**config.mk**
```make
export PLATFORM = sky130hd
export DESIGN_NAME = scid_top
export DESIGN_NICKNAME = d
export VERILOG_FILES = /design/src/verilog/scid_tap.v /design/src/verilog/scid_top.v
export VERILOG_INCLUDE_DIRS = /design/src /design/src/verilog
export SDC_FILE = /design/constraint.sdc
export NUM_CORES = 1
export LEC_CHECK = 0
export BUFFER_PORTS_ARGS = -buffer_cell sky130_fd_sc_hd__buf_2
export CORE_MARGIN = 1
export CORE_UTILIZATION = 50
export CTS_BUF_LIST = sky130_fd_sc_hd__clkbuf_2 sky130_fd_sc_hd__clkbuf_4 sky130_fd_sc_hd__clkbuf_8
export DETAILED_ROUTE_END_ITERATION = 10
export PLACE_DENSITY = 0.69
export SLEW_MARGIN = 10
export SYNTH_ARGS = -nofsm -noshare
export SYNTH_HDL_FRONTEND = slang
export SYNTH_SLANG_ARGS = --single-unit
```
**constraint.sdc**
```tcl
create_clock -name clk -period 4.9 [get_ports clk]
set_input_delay 0.245 -clock clk [delete_from_list [all_inputs] [get_ports clk]]
set_output_delay 0.245 -clock clk [all_outputs]
set_load 0.05 [all_outputs]
```
**src/verilog/scid_regs.vh**
```
// constants for the scan instruction decoder
`ifndef SCID_REGS_VH
`define SCID_REGS_VH

// register lengths
`define SCID_IR_W 8
`define SCID_BSR_W 84
`define SCID_BCR_W 21
`define SCID_ID_W 32

// instruction opcodes, bit 7 keeps even parity
`define SCID_OP_EXTEST 8'h00
`define SCID_OP_IDCODE 8'h81
`define SCID_OP_SAMPLE 8'h82
`define SCID_OP_INTEST 8'h03
`define SCID_OP_BYP_A 8'h84
`define SCID_OP_BYP_B 8'h05
`define SCID_OP_HIGHZ 8'h06
`define SCID_OP_CLAMP 8'h87
`define SCID_OP_BYP_C 8'h88
`define SCID_OP_RUN_BOUNDARY_TEST 8'h09
`define SCID_OP_RD_NORM 8'h0a
`define SCID_OP_RD_TEST 8'h8b
`define SCID_OP_CELL_CHK 8'h0c
`define SCID_OP_TOGGLE 8'h8d
`define SCID_OP_CTL_NORM 8'h8e
`define SCID_OP_CTL_TEST 8'h0f
`define SCID_OP_BYPASS 8'hff

// value loaded into the instruction shifter at capture
`define SCID_IR_CAPTURE 8'h01

// data register selection
`define SCID_DR_BYP 2'h0
`define SCID_DR_BSR 2'h1
`define SCID_DR_ID 2'h2
`define SCID_DR_BCR 2'h3

// operating mode
`define SCID_MODE_NORMAL 2'h0
`define SCID_MODE_TEST 2'h1
`define SCID_MODE_MOD_TEST 2'h2

// run-test operation field position and codes
`define SCID_BCR_OP_MSB 2
`define SCID_BCR_OP_LSB 0
`define SCID_RUN_TOGGLE 2'h0
`define SCID_RUN_PRPG36 2'h1
`define SCID_RUN_PSA36 2'h2
`define SCID_RUN_PSA_PRPG18 3'h3
`define SCID_RUN_PSA_COUNT18 3'h7

// reset values and input cell mask
`define SCID_BSR_RESET 84'hf00000000000000000000
`define SCID_BCR_RESET 21'h0
`define SCID_BSR_IN_MASK 84'hfffffffc0000ffffc0000

// tap controller states
`define SCID_ST_RESET 4'h0
`define SCID_ST_IDLE 4'h1
`define SCID_ST_SEL_DR 4'h2
`define SCID_ST_CAP_DR 4'h3
`define SCID_ST_SHIFT_DR 4'h4
`define SCID_ST_EXIT1_DR 4'h5
`define SCID_ST_PAUSE_DR 4'h6
`define SCID_ST_EXIT2_DR 4'h7
`define SCID_ST_UPD_DR 4'h8
`define SCID_ST_SEL_IR 4'h9
`define SCID_ST_CAP_IR 4'ha
`define SCID_ST_SHIFT_IR 4'hb
`define SCID_ST_EXIT1_IR 4'hc
`define SCID_ST_PAUSE_IR 4'hd
`define SCID_ST_EXIT2_IR 4'he
`define SCID_ST_UPD_IR 4'hf

`endif

```
**src/verilog/scid_tap.v**
```verilog
// sixteen-state test access port controller
`timescale 1ns/1ps
`default_nettype none
`include "scid_regs.vh"
module scid_tap (
   input wire clk,
   input wire srst,
   input wire tck_rise,
   input wire tms_s,
   output reg [3:0] state_q
);
   reg [3:0] state_d;

   always @*
   begin
      state_d = state_q;
      case (state_q)
         `SCID_ST_RESET: state_d = tms_s ? `SCID_ST_RESET : `SCID_ST_IDLE;
         `SCID_ST_IDLE: state_d = tms_s ? `SCID_ST_SEL_DR : `SCID_ST_IDLE;
         `SCID_ST_SEL_DR: state_d = tms_s ? `SCID_ST_SEL_IR : `SCID_ST_CAP_DR;
         `SCID_ST_CAP_DR: state_d = tms_s ? `SCID_ST_EXIT1_DR : `SCID_ST_SHIFT_DR;
         `SCID_ST_SHIFT_DR: state_d = tms_s ? `SCID_ST_EXIT1_DR : `SCID_ST_SHIFT_DR;
         `SCID_ST_EXIT1_DR: state_d = tms_s ? `SCID_ST_UPD_DR : `SCID_ST_PAUSE_DR;
         `SCID_ST_PAUSE_DR: state_d = tms_s ? `SCID_ST_EXIT2_DR : `SCID_ST_PAUSE_DR;
         `SCID_ST_EXIT2_DR: state_d = tms_s ? `SCID_ST_UPD_DR : `SCID_ST_SHIFT_DR;
         `SCID_ST_UPD_DR: state_d = tms_s ? `SCID_ST_SEL_DR : `SCID_ST_IDLE;
         `SCID_ST_SEL_IR: state_d = tms_s ? `SCID_ST_RESET : `SCID_ST_CAP_IR;
         `SCID_ST_CAP_IR: state_d = tms_s ? `SCID_ST_EXIT1_IR : `SCID_ST_SHIFT_IR;
         `SCID_ST_SHIFT_IR: state_d = tms_s ? `SCID_ST_EXIT1_IR : `SCID_ST_SHIFT_IR;
         `SCID_ST_EXIT1_IR: state_d = tms_s ? `SCID_ST_UPD_IR : `SCID_ST_PAUSE_IR;
         `SCID_ST_PAUSE_IR: state_d = tms_s ? `SCID_ST_EXIT2_IR : `SCID_ST_PAUSE_IR;
         `SCID_ST_EXIT2_IR: state_d = tms_s ? `SCID_ST_UPD_IR : `SCID_ST_SHIFT_IR;
         `SCID_ST_UPD_IR: state_d = tms_s ? `SCID_ST_SEL_DR : `SCID_ST_IDLE;
         default: state_d = `SCID_ST_RESET;
      endcase
   end

   always @(posedge clk)
   begin
      if (srst)
         state_q <= `SCID_ST_RESET;
      else if (tck_rise)
         state_q <= state_d;
   end
endmodule
`default_nettype wire

```
**src/verilog/scid_top.v**
```verilog
// scan instruction decoder with its data registers
// Summary of operation
// - eight-bit instructions, bit 7 gives even parity
// - 00 and 03 select boundary register, test
// - boundary cells capture sense, drive from shadows
// - 81 selects identification register, normal mode
// - unsupported and unlisted opcodes act as bypass
// - bypass: one bit, captures zero, normal
// - sample/preload captures boundary, normal operation continues
// - highz: bypass, pins float, logic keeps running
// - clamp: bypass, cells drive logic and pins
// - run test: bypass, test, operate in idle
// - boundary read keeps contents at capture
// - cell self check captures inverted shadow values
// - toggle outputs: output cells invert in idle
// - during toggle, input cells hold, no capture
// - control scans select control register, no capture
// - run operation from control bits 2..0
// - codes 011 and 111 select 18-bit combined operations
// - control register is 21 bits, lsb first
// - boundary register is 84 cells, 83..0
// - identification register 32 bits, loaded at capture
`timescale 1ns/1ps
`default_nettype none
`include "scid_regs.vh"
module scid_top #(
   // identification value is arbitrary, bit 0 must be one
   parameter [31:0] ID_VALUE = 32'h10001001
) (
   input wire clk,
   input wire srst,
   input wire tck,
   input wire tms,
   input wire tdi,
   input wire [`SCID_BSR_W-1:0] bnd_sense,
   output reg tdo_q,
   output reg tdo_oe_q,
   output reg [`SCID_BSR_W-1:0] bnd_drive_q,
   output reg test_mode_q,
   output reg highz_q,
   output reg bnd_drive_en_q,
   output reg [1:0] dr_sel_q,
   output reg run_active_q,
   output reg [2:0] run_op_q
);
   // decode: {dr select, mode}
   function [3:0] scid_decode;
      input [7:0] op;
      begin
         case (op)
            `SCID_OP_EXTEST, `SCID_OP_INTEST: scid_decode = {`SCID_DR_BSR, `SCID_MODE_TEST};
            `SCID_OP_IDCODE: scid_decode = {`SCID_DR_ID, `SCID_MODE_NORMAL};
            `SCID_OP_SAMPLE: scid_decode = {`SCID_DR_BSR, `SCID_MODE_NORMAL};
            `SCID_OP_HIGHZ: scid_decode = {`SCID_DR_BYP, `SCID_MODE_MOD_TEST};
            `SCID_OP_CLAMP: scid_decode = {`SCID_DR_BYP, `SCID_MODE_TEST};
            `SCID_OP_RUN_BOUNDARY_TEST: scid_decode = {`SCID_DR_BYP, `SCID_MODE_TEST};
            `SCID_OP_RD_NORM: scid_decode = {`SCID_DR_BSR, `SCID_MODE_NORMAL};
            `SCID_OP_RD_TEST: scid_decode = {`SCID_DR_BSR, `SCID_MODE_TEST};
            `SCID_OP_CELL_CHK: scid_decode = {`SCID_DR_BSR, `SCID_MODE_NORMAL};
            `SCID_OP_TOGGLE: scid_decode = {`SCID_DR_BYP, `SCID_MODE_TEST};
            `SCID_OP_CTL_NORM: scid_decode = {`SCID_DR_BCR, `SCID_MODE_NORMAL};
            `SCID_OP_CTL_TEST: scid_decode = {`SCID_DR_BCR, `SCID_MODE_TEST};
            // bad parity, unsupported or unlisted opcodes fall here
            default: scid_decode = {`SCID_DR_BYP, `SCID_MODE_NORMAL};
         endcase
      end
   endfunction

   // two-flop synchronisers for the link pins
   reg tck_m_q;
   reg tck_s_q;
   reg tck_prev_q;
   reg tms_m_q;
   reg tms_s_q;
   reg tdi_m_q;
   reg tdi_s_q;
   reg [`SCID_BSR_W-1:0] sense_m_q;
   reg [`SCID_BSR_W-1:0] sense_s_q;

   always @(posedge clk)
   begin
      if (srst)
      begin
         tck_m_q <= 1'b0;
         tck_s_q <= 1'b0;
         tck_prev_q <= 1'b0;
         tms_m_q <= 1'b1;
         tms_s_q <= 1'b1;
         tdi_m_q <= 1'b0;
         tdi_s_q <= 1'b0;
         sense_m_q <= {`SCID_BSR_W{1'b0}};
         sense_s_q <= {`SCID_BSR_W{1'b0}};
      end
      else
      begin
         tck_m_q <= tck;
         tck_s_q <= tck_m_q;
         tck_prev_q <= tck_s_q;
         tms_m_q <= tms;
         tms_s_q <= tms_m_q;
         tdi_m_q <= tdi;
         tdi_s_q <= tdi_m_q;
         sense_m_q <= bnd_sense;
         sense_s_q <= sense_m_q;
      end
   end

   wire tck_rise;
   wire tck_fall;
   assign tck_rise = tck_s_q & ~tck_prev_q;
   assign tck_fall = ~tck_s_q & tck_prev_q;

   wire [3:0] state;
   scid_tap u_tap (
      .clk(clk),
      .srst(srst),
      .tck_rise(tck_rise),
      .tms_s(tms_s_q),
      .state_q(state)
   );

   reg [`SCID_IR_W-1:0] ir_q;
   reg [`SCID_IR_W-1:0] ir_sh_q;
   reg byp_q;
   reg [`SCID_ID_W-1:0] id_sh_q;
   reg [`SCID_BCR_W-1:0] bcr_q;
   reg [`SCID_BSR_W-1:0] bsr_q;
   reg [`SCID_BSR_W-1:0] bsr_upd_q;

   wire [3:0] dec;
   wire [1:0] sel;
   wire [1:0] mode;
   wire [`SCID_BSR_W-1:0] in_mask;
   wire [`SCID_BSR_W-1:0] out_mask;
   wire [2:0] bcr_op;
   wire run_toggle;
   wire tog_only;
   wire in_idle;
   reg dr_out;

   assign dec = scid_decode(ir_q);
   assign sel = dec[3:2];
   assign mode = dec[1:0];
   assign in_mask = `SCID_BSR_IN_MASK;
   assign out_mask = ~in_mask;
   assign bcr_op = bcr_q[`SCID_BCR_OP_MSB:`SCID_BCR_OP_LSB];
   assign in_idle = (state == `SCID_ST_IDLE);
   assign tog_only = (ir_q == `SCID_OP_TOGGLE);
   assign run_toggle = (ir_q == `SCID_OP_RUN_BOUNDARY_TEST) && (bcr_op[1:0] == `SCID_RUN_TOGGLE);

   always @*
   begin
      case (sel)
         `SCID_DR_BSR: dr_out = bsr_q[0];
         `SCID_DR_ID: dr_out = id_sh_q[0];
         `SCID_DR_BCR: dr_out = bcr_q[0];
         default: dr_out = byp_q;
      endcase
   end

   // scan chains: rising tck shifts and captures, falling tck updates
   always @(posedge clk)
   begin
      if (srst)
      begin
         ir_q <= `SCID_OP_IDCODE;
         ir_sh_q <= `SCID_IR_CAPTURE;
         byp_q <= 1'b0;
         id_sh_q <= ID_VALUE;
         bcr_q <= `SCID_BCR_RESET;
         bsr_q <= `SCID_BSR_RESET;
         bsr_upd_q <= `SCID_BSR_RESET;
         tdo_q <= 1'b0;
         tdo_oe_q <= 1'b0;
      end
      else if (tck_rise)
      begin
         case (state)
            `SCID_ST_RESET:
            begin
               ir_q <= `SCID_OP_IDCODE;
               bsr_q <= `SCID_BSR_RESET;
               bsr_upd_q <= `SCID_BSR_RESET;
            end
            `SCID_ST_CAP_IR: ir_sh_q <= `SCID_IR_CAPTURE;
            `SCID_ST_SHIFT_IR: ir_sh_q <= {tdi_s_q, ir_sh_q[`SCID_IR_W-1:1]};
            `SCID_ST_CAP_DR:
            begin
               byp_q <= 1'b0;
               if (sel == `SCID_DR_ID)
                  id_sh_q <= ID_VALUE;
               if (sel == `SCID_DR_BSR)
               begin
                  case (ir_q)
                     `SCID_OP_EXTEST, `SCID_OP_INTEST, `SCID_OP_SAMPLE:
                        bsr_q <= sense_s_q;
                     `SCID_OP_CELL_CHK: bsr_q <= ~bsr_upd_q;
                     default: bsr_q <= bsr_q;
                  endcase
               end
               // control register keeps its value at capture
            end
            `SCID_ST_SHIFT_DR:
            begin
               case (sel)
                  `SCID_DR_BSR: bsr_q <= {tdi_s_q, bsr_q[`SCID_BSR_W-1:1]};
                  `SCID_DR_ID: id_sh_q <= {tdi_s_q, id_sh_q[`SCID_ID_W-1:1]};
                  `SCID_DR_BCR: bcr_q <= {tdi_s_q, bcr_q[`SCID_BCR_W-1:1]};
                  default: byp_q <= tdi_s_q;
               endcase
            end
            `SCID_ST_IDLE:
            begin
               if (tog_only)
                  bsr_q <= bsr_q ^ out_mask;
               else if (run_toggle)
                  bsr_q <= (sense_s_q & in_mask) | ((bsr_q ^ out_mask) & out_mask);
            end
            default: ir_sh_q <= ir_sh_q;
         endcase
      end
      else if (tck_fall)
      begin
         tdo_q <= (state == `SCID_ST_SHIFT_IR) ? ir_sh_q[0] : dr_out;
         tdo_oe_q <= (state == `SCID_ST_SHIFT_IR) || (state == `SCID_ST_SHIFT_DR);
         if (state == `SCID_ST_UPD_IR)
            ir_q <= ir_sh_q;
         if ((state == `SCID_ST_UPD_DR) && (sel == `SCID_DR_BSR))
            bsr_upd_q <= bsr_q;
         // toggle-only refreshes the output shadows alone, so input shadows hold
         if (in_idle && tog_only)
            bsr_upd_q <= (bsr_upd_q & in_mask) | (bsr_q & out_mask);
         if (in_idle && run_toggle)
            bsr_upd_q <= bsr_q;
      end
   end

   // mode and drive outputs, registered from the current instruction, the shadows and the control bits
   always @(posedge clk)
   begin
      if (srst)
      begin
         bnd_drive_q <= `SCID_BSR_RESET;
         test_mode_q <= 1'b0;
         highz_q <= 1'b0;
         bnd_drive_en_q <= 1'b0;
         dr_sel_q <= `SCID_DR_ID;
         run_active_q <= 1'b0;
         run_op_q <= 3'h0;
      end
      else
      begin
         bnd_drive_q <= bsr_upd_q;
         test_mode_q <= (mode != `SCID_MODE_NORMAL);
         highz_q <= (mode == `SCID_MODE_MOD_TEST);
         bnd_drive_en_q <= (mode == `SCID_MODE_TEST);
         dr_sel_q <= sel;
         run_active_q <= (ir_q == `SCID_OP_RUN_BOUNDARY_TEST) && in_idle;
         if ((bcr_op == `SCID_RUN_PSA_PRPG18) || (bcr_op == `SCID_RUN_PSA_COUNT18))
            run_op_q <= bcr_op;
         else
            run_op_q <= {1'b0, bcr_op[1:0]};
      end
   end
endmodule
`default_nettype wire
```
# After elaboration in Yosys (flattened, before gate mapping)
# Index checks and enable logic that the tools add are counted.
# op_classes
n_reduce_logical	35
bitwise	10
n_eq_ne	44
n_mux	38
# ops
cell	count
84-bit 2-to-1 mux	10
84-bit case mux with 4 select lines	1
84-bit by 54-bit OR with 84-bit output	2
84-bit case mux with 2 select lines	1
84-bit inverter	1
32-bit 2-to-1 mux	2
32-bit case mux with 2 select lines	1
8-bit == test (second input constant)	6
4-bit case mux with 12 select lines	1
36-bit inverter	1
4-bit == test (second input constant)	8
8-bit by 4-bit == test with 1-bit output (second input constant)	4
8-bit 2-to-1 mux	4
4-bit case mux with 7 select lines	1
3-bit OR reduction	6
4-bit by 3-bit == test with 1-bit output (second input constant)	4
4-bit 2-to-1 mux	4
8-bit case mux with 2 select lines	1
2-bit inequality test (second input constant)	7
3-bit AND reduction	4
2-bit nonzero test	5
4-bit by 2-bit == test with 1-bit output (second input constant)	2
8-bit by 2-bit == test with 1-bit output (second input constant)	1
8-bit by 3-bit == test with 1-bit output (second input constant)	1
25 further kinds	49
# word_totals
wordCells	155
register_bits	512
in_bits	89

# Logic depth before layout (Yosys ltp)
# logic_depth
word_depth	10
depth_mapped	10

# Modules after synthesis
# From an unflattened synthesis, not the netlist that was laid out.
# unflattened
cells_unflattened	1738
hier_area_um2	17859.6
# modules_own_cells
mod	area_each_um2	cells_per_inst	seq_area_each_um2	instances
scid_top	17499.3	1695	10169.8	1
scid_tap	360.3	43	80.1	1

# Least setup slack after synthesis
# No wires, ideal clock.
# synth_timing
path_type	register to register
startpoint	register u_tap.state_q[0]
endpoint	register bsr_upd_q[64]
n_path_buf	3
setup_ps	121
t_arrival_ps	2134
setup_slack_ps	2645
t_required_ps	4779
path_stages_with_launch	9
path_cell_list	dfxtp_1 > buf_2 > or3_1 > nor4_2 > nand3_1 > a221o_1 > buf_6 > buf_6 > mux2_4
# synth_via
elab_chain_len	6
word_cells_on_any_way	13
cone_classes	3 x eq/ne; 4 x mux; 6 x reduce/logical
# synth_lines
item	line_no	source
start: declaration	scid_tap.v:10	output reg [3:0] state_q
start signal: assignment	scid_tap.v:41	state_q <= `SCID_ST_RESET;
start signal: assignment	scid_tap.v:43	state_q <= state_d;
4-bit by 1-bit == test with 1-bit output	-	
1-bit logical AND	scid_top.v:231	if (in_idle && tog_only)
84-bit 2-to-1 mux	scid_top.v:231	
84-bit 2-to-1 mux	scid_top.v:233	if (in_idle && run_toggle)
84-bit 2-to-1 mux	scid_top.v:222	else if (tck_fall)
84-bit 2-to-1 mux	scid_top.v:176	else if (tck_rise)
end signal: assignment	scid_top.v:229	bsr_upd_q <= bsr_q;
end signal: assignment	scid_top.v:232	bsr_upd_q <= (bsr_upd_q & in_mask) | (bsr_q & out_mask);
end signal: assignment	scid_top.v:234	bsr_upd_q <= bsr_q;
end: declaration	scid_top.v:128	reg [`SCID_BSR_W-1:0] bsr_upd_q;
# Parallel ways exist; a longest one is shown, timed or not. The select of a mux whose other input is x is not followed.
# A chain may end at the register's enable or synchronous reset.

# Worst setup path after layout
# layout_timing
startpoint	register ir_q[3]
endpoint	register bsr_q[43]
# layout_via
elab_chain_len	6
word_cells_on_any_way	29
cone_classes	17 x eq/ne; 5 x mux; 7 x reduce/logical
# layout_lines
item	line_no	source
start: declaration	scid_top.v:122	reg [`SCID_IR_W-1:0] ir_q;
start signal: assignment	scid_top.v:166	ir_q <= `SCID_OP_IDCODE;
start signal: assignment	scid_top.v:181	ir_q <= `SCID_OP_IDCODE;
start signal: assignment	scid_top.v:227	ir_q <= ir_sh_q;
8-bit == test (tied with other cells)	scid_top.v:50	case (op)
3-bit OR reduction (no line)	-	
4-bit case mux with 7 select lines	scid_top.v:50	
2-bit by 1-bit == test with 1-bit output	scid_top.v:205	case (sel)
2-bit inequality test (no line)	-	
6-bit AND reduction (no line)	-	
end signal: assignment	scid_top.v:206	`SCID_DR_BSR: bsr_q <= {tdi_s_q, bsr_q[`SCID_BSR_W-1:1]};
end signal: assignment	scid_top.v:215	bsr_q <= bsr_q ^ out_mask;
end signal: assignment	scid_top.v:217	bsr_q <= (sense_s_q & in_mask) | ((bsr_q ^ out_mask) & out_mask);
end: declaration	scid_top.v:127	reg [`SCID_BSR_W-1:0] bsr_q;
# Parallel ways exist; a longest one is shown, timed or not. The select of a mux whose other input is x is not followed.

==> results by group <==
Layout
  – Nets@finish: approximately 2,100
  – Most frequent cells in the layout: 512 x dfxtp_1, 259 x nor2b_1, 182 x buf_2, 127 x nor2_1, 110 x clkbuf_8
  – Post-route cell area: 21,900 µm²
  – Diode count: 0
  – Layout Cells excl Fill: about 2,500
  – Layout Area Growth over Synthesis: 20.4%
  – Fillers: between 2,000 and 3,000
  – Layout cells sized above 1: 0.200
  – Most common cell after layout, fill and taps aside: dfxtp_1

Place
  – Detailed Place HPWL: 23.2 mm
  – Placed cells: between 2,000 and 2,500
  – Placer Congestion: 0.835
  – Placed cell area: ~19,000 µm²
  – # port buffers: 183

Logic synthesis
  – Mapped Cells: approximately 1,800
  – Synth Register Bits: roughly 500
  – Yosys top cell area share: 0.563
  – Synth top area cells: dfxtp_1 56%, nor2b_1 8.9%, a211oi_1 3.5%
  – Mapped cell area: roughly 18,000 µm²
  – Synth unique cells: 63
  – Syn avg cell area: slightly above 10 µm²
  – Post-synth EDFFs: 0
  – Top FF cell, synth: dfxtp_1
  – Synth area leader: dfxtp_1
  – Sequential-to-total area share from yosys stat: 0.563
  – Syn Nets: 1,880
  – Synth warnings: 0
  – Post-synth ARST share: 0

STA
  – Fin crit period: 3.44 ns
  – Setup TNS: 0 ns
  – Setup violations, final: 0
  – F_max: between 0.2 and 0.3 GHz
  – Unrepaired setup endpoints after global routing: false
  – Fin. Hold Viols: 0
  – Final period utilization: 0.701
  – Worst Tran Pin Value: 1.17 ns
  – Fin. max-slew vios: 0
  – Clock skew: 0.0329 ns
  – Slew headroom: 0.222

Pwr
  – Combinational power share: 0.040
  – P_int: 6.71 mW
  – Peak VDD IR: about 0.24 mV
  – Switching part of the total: 0.218
  – Clk network pwr share: 0.455
  – P_leak: between 8 and 9 nW
  – Switching pwr: 1.87 mW
  – Total Power: 8.58 mW
  – Sequential Power Share: 0.504
  – Pwr per Cell Area: slightly below 400 nW/µm²

Floorplanning
  – Die area: 37,200 µm²
  – Core area: 35,700 µm²
  – Die W: 193 µm
  – I/O pins: 184
  – FP Rows: 69
  – Height of the die: about 190 µm
  – Initial Util: 0.509

Drt
  – Vias: about 14,000
  – Drt initial violations: 874
  – Vias per cell: approximately 5.5
  – DRT Pass-1 Iters: 8
  – Residual DRC: 31
  – Total wire length: 42.0 mm
  – DRT antenna net count: 0
  – Routed len/inst: 16.7 µm

Worst setup path
  – CP Class: flip-flop to flip-flop
  – Crit-path max FO: 37
  – Slowest Stage Delay on Critical Path: roughly 0.80 ns
  – Crit-path cells: nor4b_1, nor3b_1, a21oi_1, a21boi_4, buf_12, a21oi_1, a311oi_1
  – Startpoint type of the worst setup path: flip-flop
  – Worst path slowest cell: a21boi_4
  – Setup crit end kind: flip-flop
  – WP buf/inv: 1
  – Crit path required time: 5.40 ns
  – Crit path top cell by count: a21oi_1
  – Family with the most delay on the worst path: compound AO/OA/AOI/OAI gates
  – Worst Path Arrival: roughly 4 ns

Clock tree
  – CTS tree: built
  – Post-CTS Resized: 0
  – Clk_lat worst skew: roughly 0.62 ns
  – Hold_buf cts: 87
  – Post-CTS Setup Repair Bufs: 0
  – Root buffer cell: clkbuf_8
  – Num CTS Buffers: slightly above 80
  – Clock Path Buffers: 3
  – Clock slew at reported path FFs: approximately 0.06 ns
  – Max H-tree Level: 3
  – CTS Sinks: around 510

Run status
  – Result of the run: finished with violations
  – Failing checks: DRC

Global routing
  – First-pass GRT wire length: between 60 and 70 mm
  – GRT overflow: 0
  – Pin count of the biggest net entering global routing: 201
  – Initial antenna violation count: 0
  – Total Routing Usage GR: 0.221
  – Vias in the first global route: between 10,000 and 15,000

Worst hold path
  – Hold WC Path Type: input pin to flip-flop

Run
  – MaxCap Viol Count: 0
state kept, by name, summed over array words and instances (netlist names), 2 cells and up:
name,count
bsr_upd_q,84
ir_sh_q,8
run_op_q,3
bcr_q,21
ir_q,8
bnd_drive_q,84
u_tap.state_q,4
bsr_q,84
dr_sel_q,2
sense_s_q,84
sense_m_q,84
id_sh_q,32
per-layer routing:
layer  GRT usage  vias up  wire length, µm
met5           0        -                0
met4      0.0754        0              696
met3      0.0416       59             2590
met2       0.356      426            19500
met1       0.298     6566            19200
li1            -     6725                -
cell families after synthesis:
family	share of synthesized area
AND/OR/NAND/NOR	0.177
flip-flops	0.563
AO/OA/AOI/OAI	0.168
buffers and inverters	0.0411
adder cells (fa/ha/maj)	0.00137
XOR/XNOR	0.00241
multiplexers	0.0472
layout make-up:
class	instances	area, µm²	area share
Tap cell	461	577	0.0263
Multi-Input combinational cell	1099	7290	0.332
Clock buffer	125	1630	0.0742
Sequential cell	512	10200	0.468
Inverter	15	56.3	0.00257
Clock inverter	18	175	0.00799
Timing Repair Buffer	287	1950	0.0889
power groups by stage:
stage | sequential (mW) | clock [mW] | combinational, mW
floorplan | 4.40 | 0 | 0.203
global route | 4.33 | 4.20 | 0.380
detailed placement | 4.41 | 0 | 0.290
finish | 4.33 | 3.91 | 0.345
CTS | 4.32 | 4.01 | 0.344
global placement | 4.41 | 0 | 0.284
stage by stage:
| step | util | setup slack [ns] | hold WS (ns) |
|---|---|---|---|
| floorplan | - | 2.64 | 0.349 |
| global placement | 0.539 | 1.65 | 0.418 |
| detailed placement | 0.539 | 1.58 | 0.423 |
| CTS | 0.613 | 1.50 | 0.101 |
| global route | 0.613 | 1.24 | 0.145 |
| finish | 0.613 | 1.46 | 0.123 |
final timing paths:
path	to	from	depth (start not counted)	slack [ns]
setup / recovery	bsr_q[43]	ir_q[3]	7	1.46
hold / removal	sense_s_q[63]	srst	2	0.12
setup reg to reg	bsr_q[43]	ir_q[3]	7	1.46
hold reg to reg	sense_s_q[74]	sense_m_q[74]	1	0.42
cell usage after synthesis (all sizes together), types with 5 or more instances:
master and number:
a211oi 86, a21oi 108, a221oi 45, a22o 37, a311oi 37, a31oi 6
and2 48, and3 6, buf 41, clkbuf 122, dfxtp 512, inv 15
mux2 47, mux2i 27, nand2 50, nand2b 5, nand3 53, nand3b 7
nor2 128, nor2b 259, nor3 10, o21ai 16, o22ai 25, o31ai 36
o32ai 7
(Power assumes the default switching activity.)
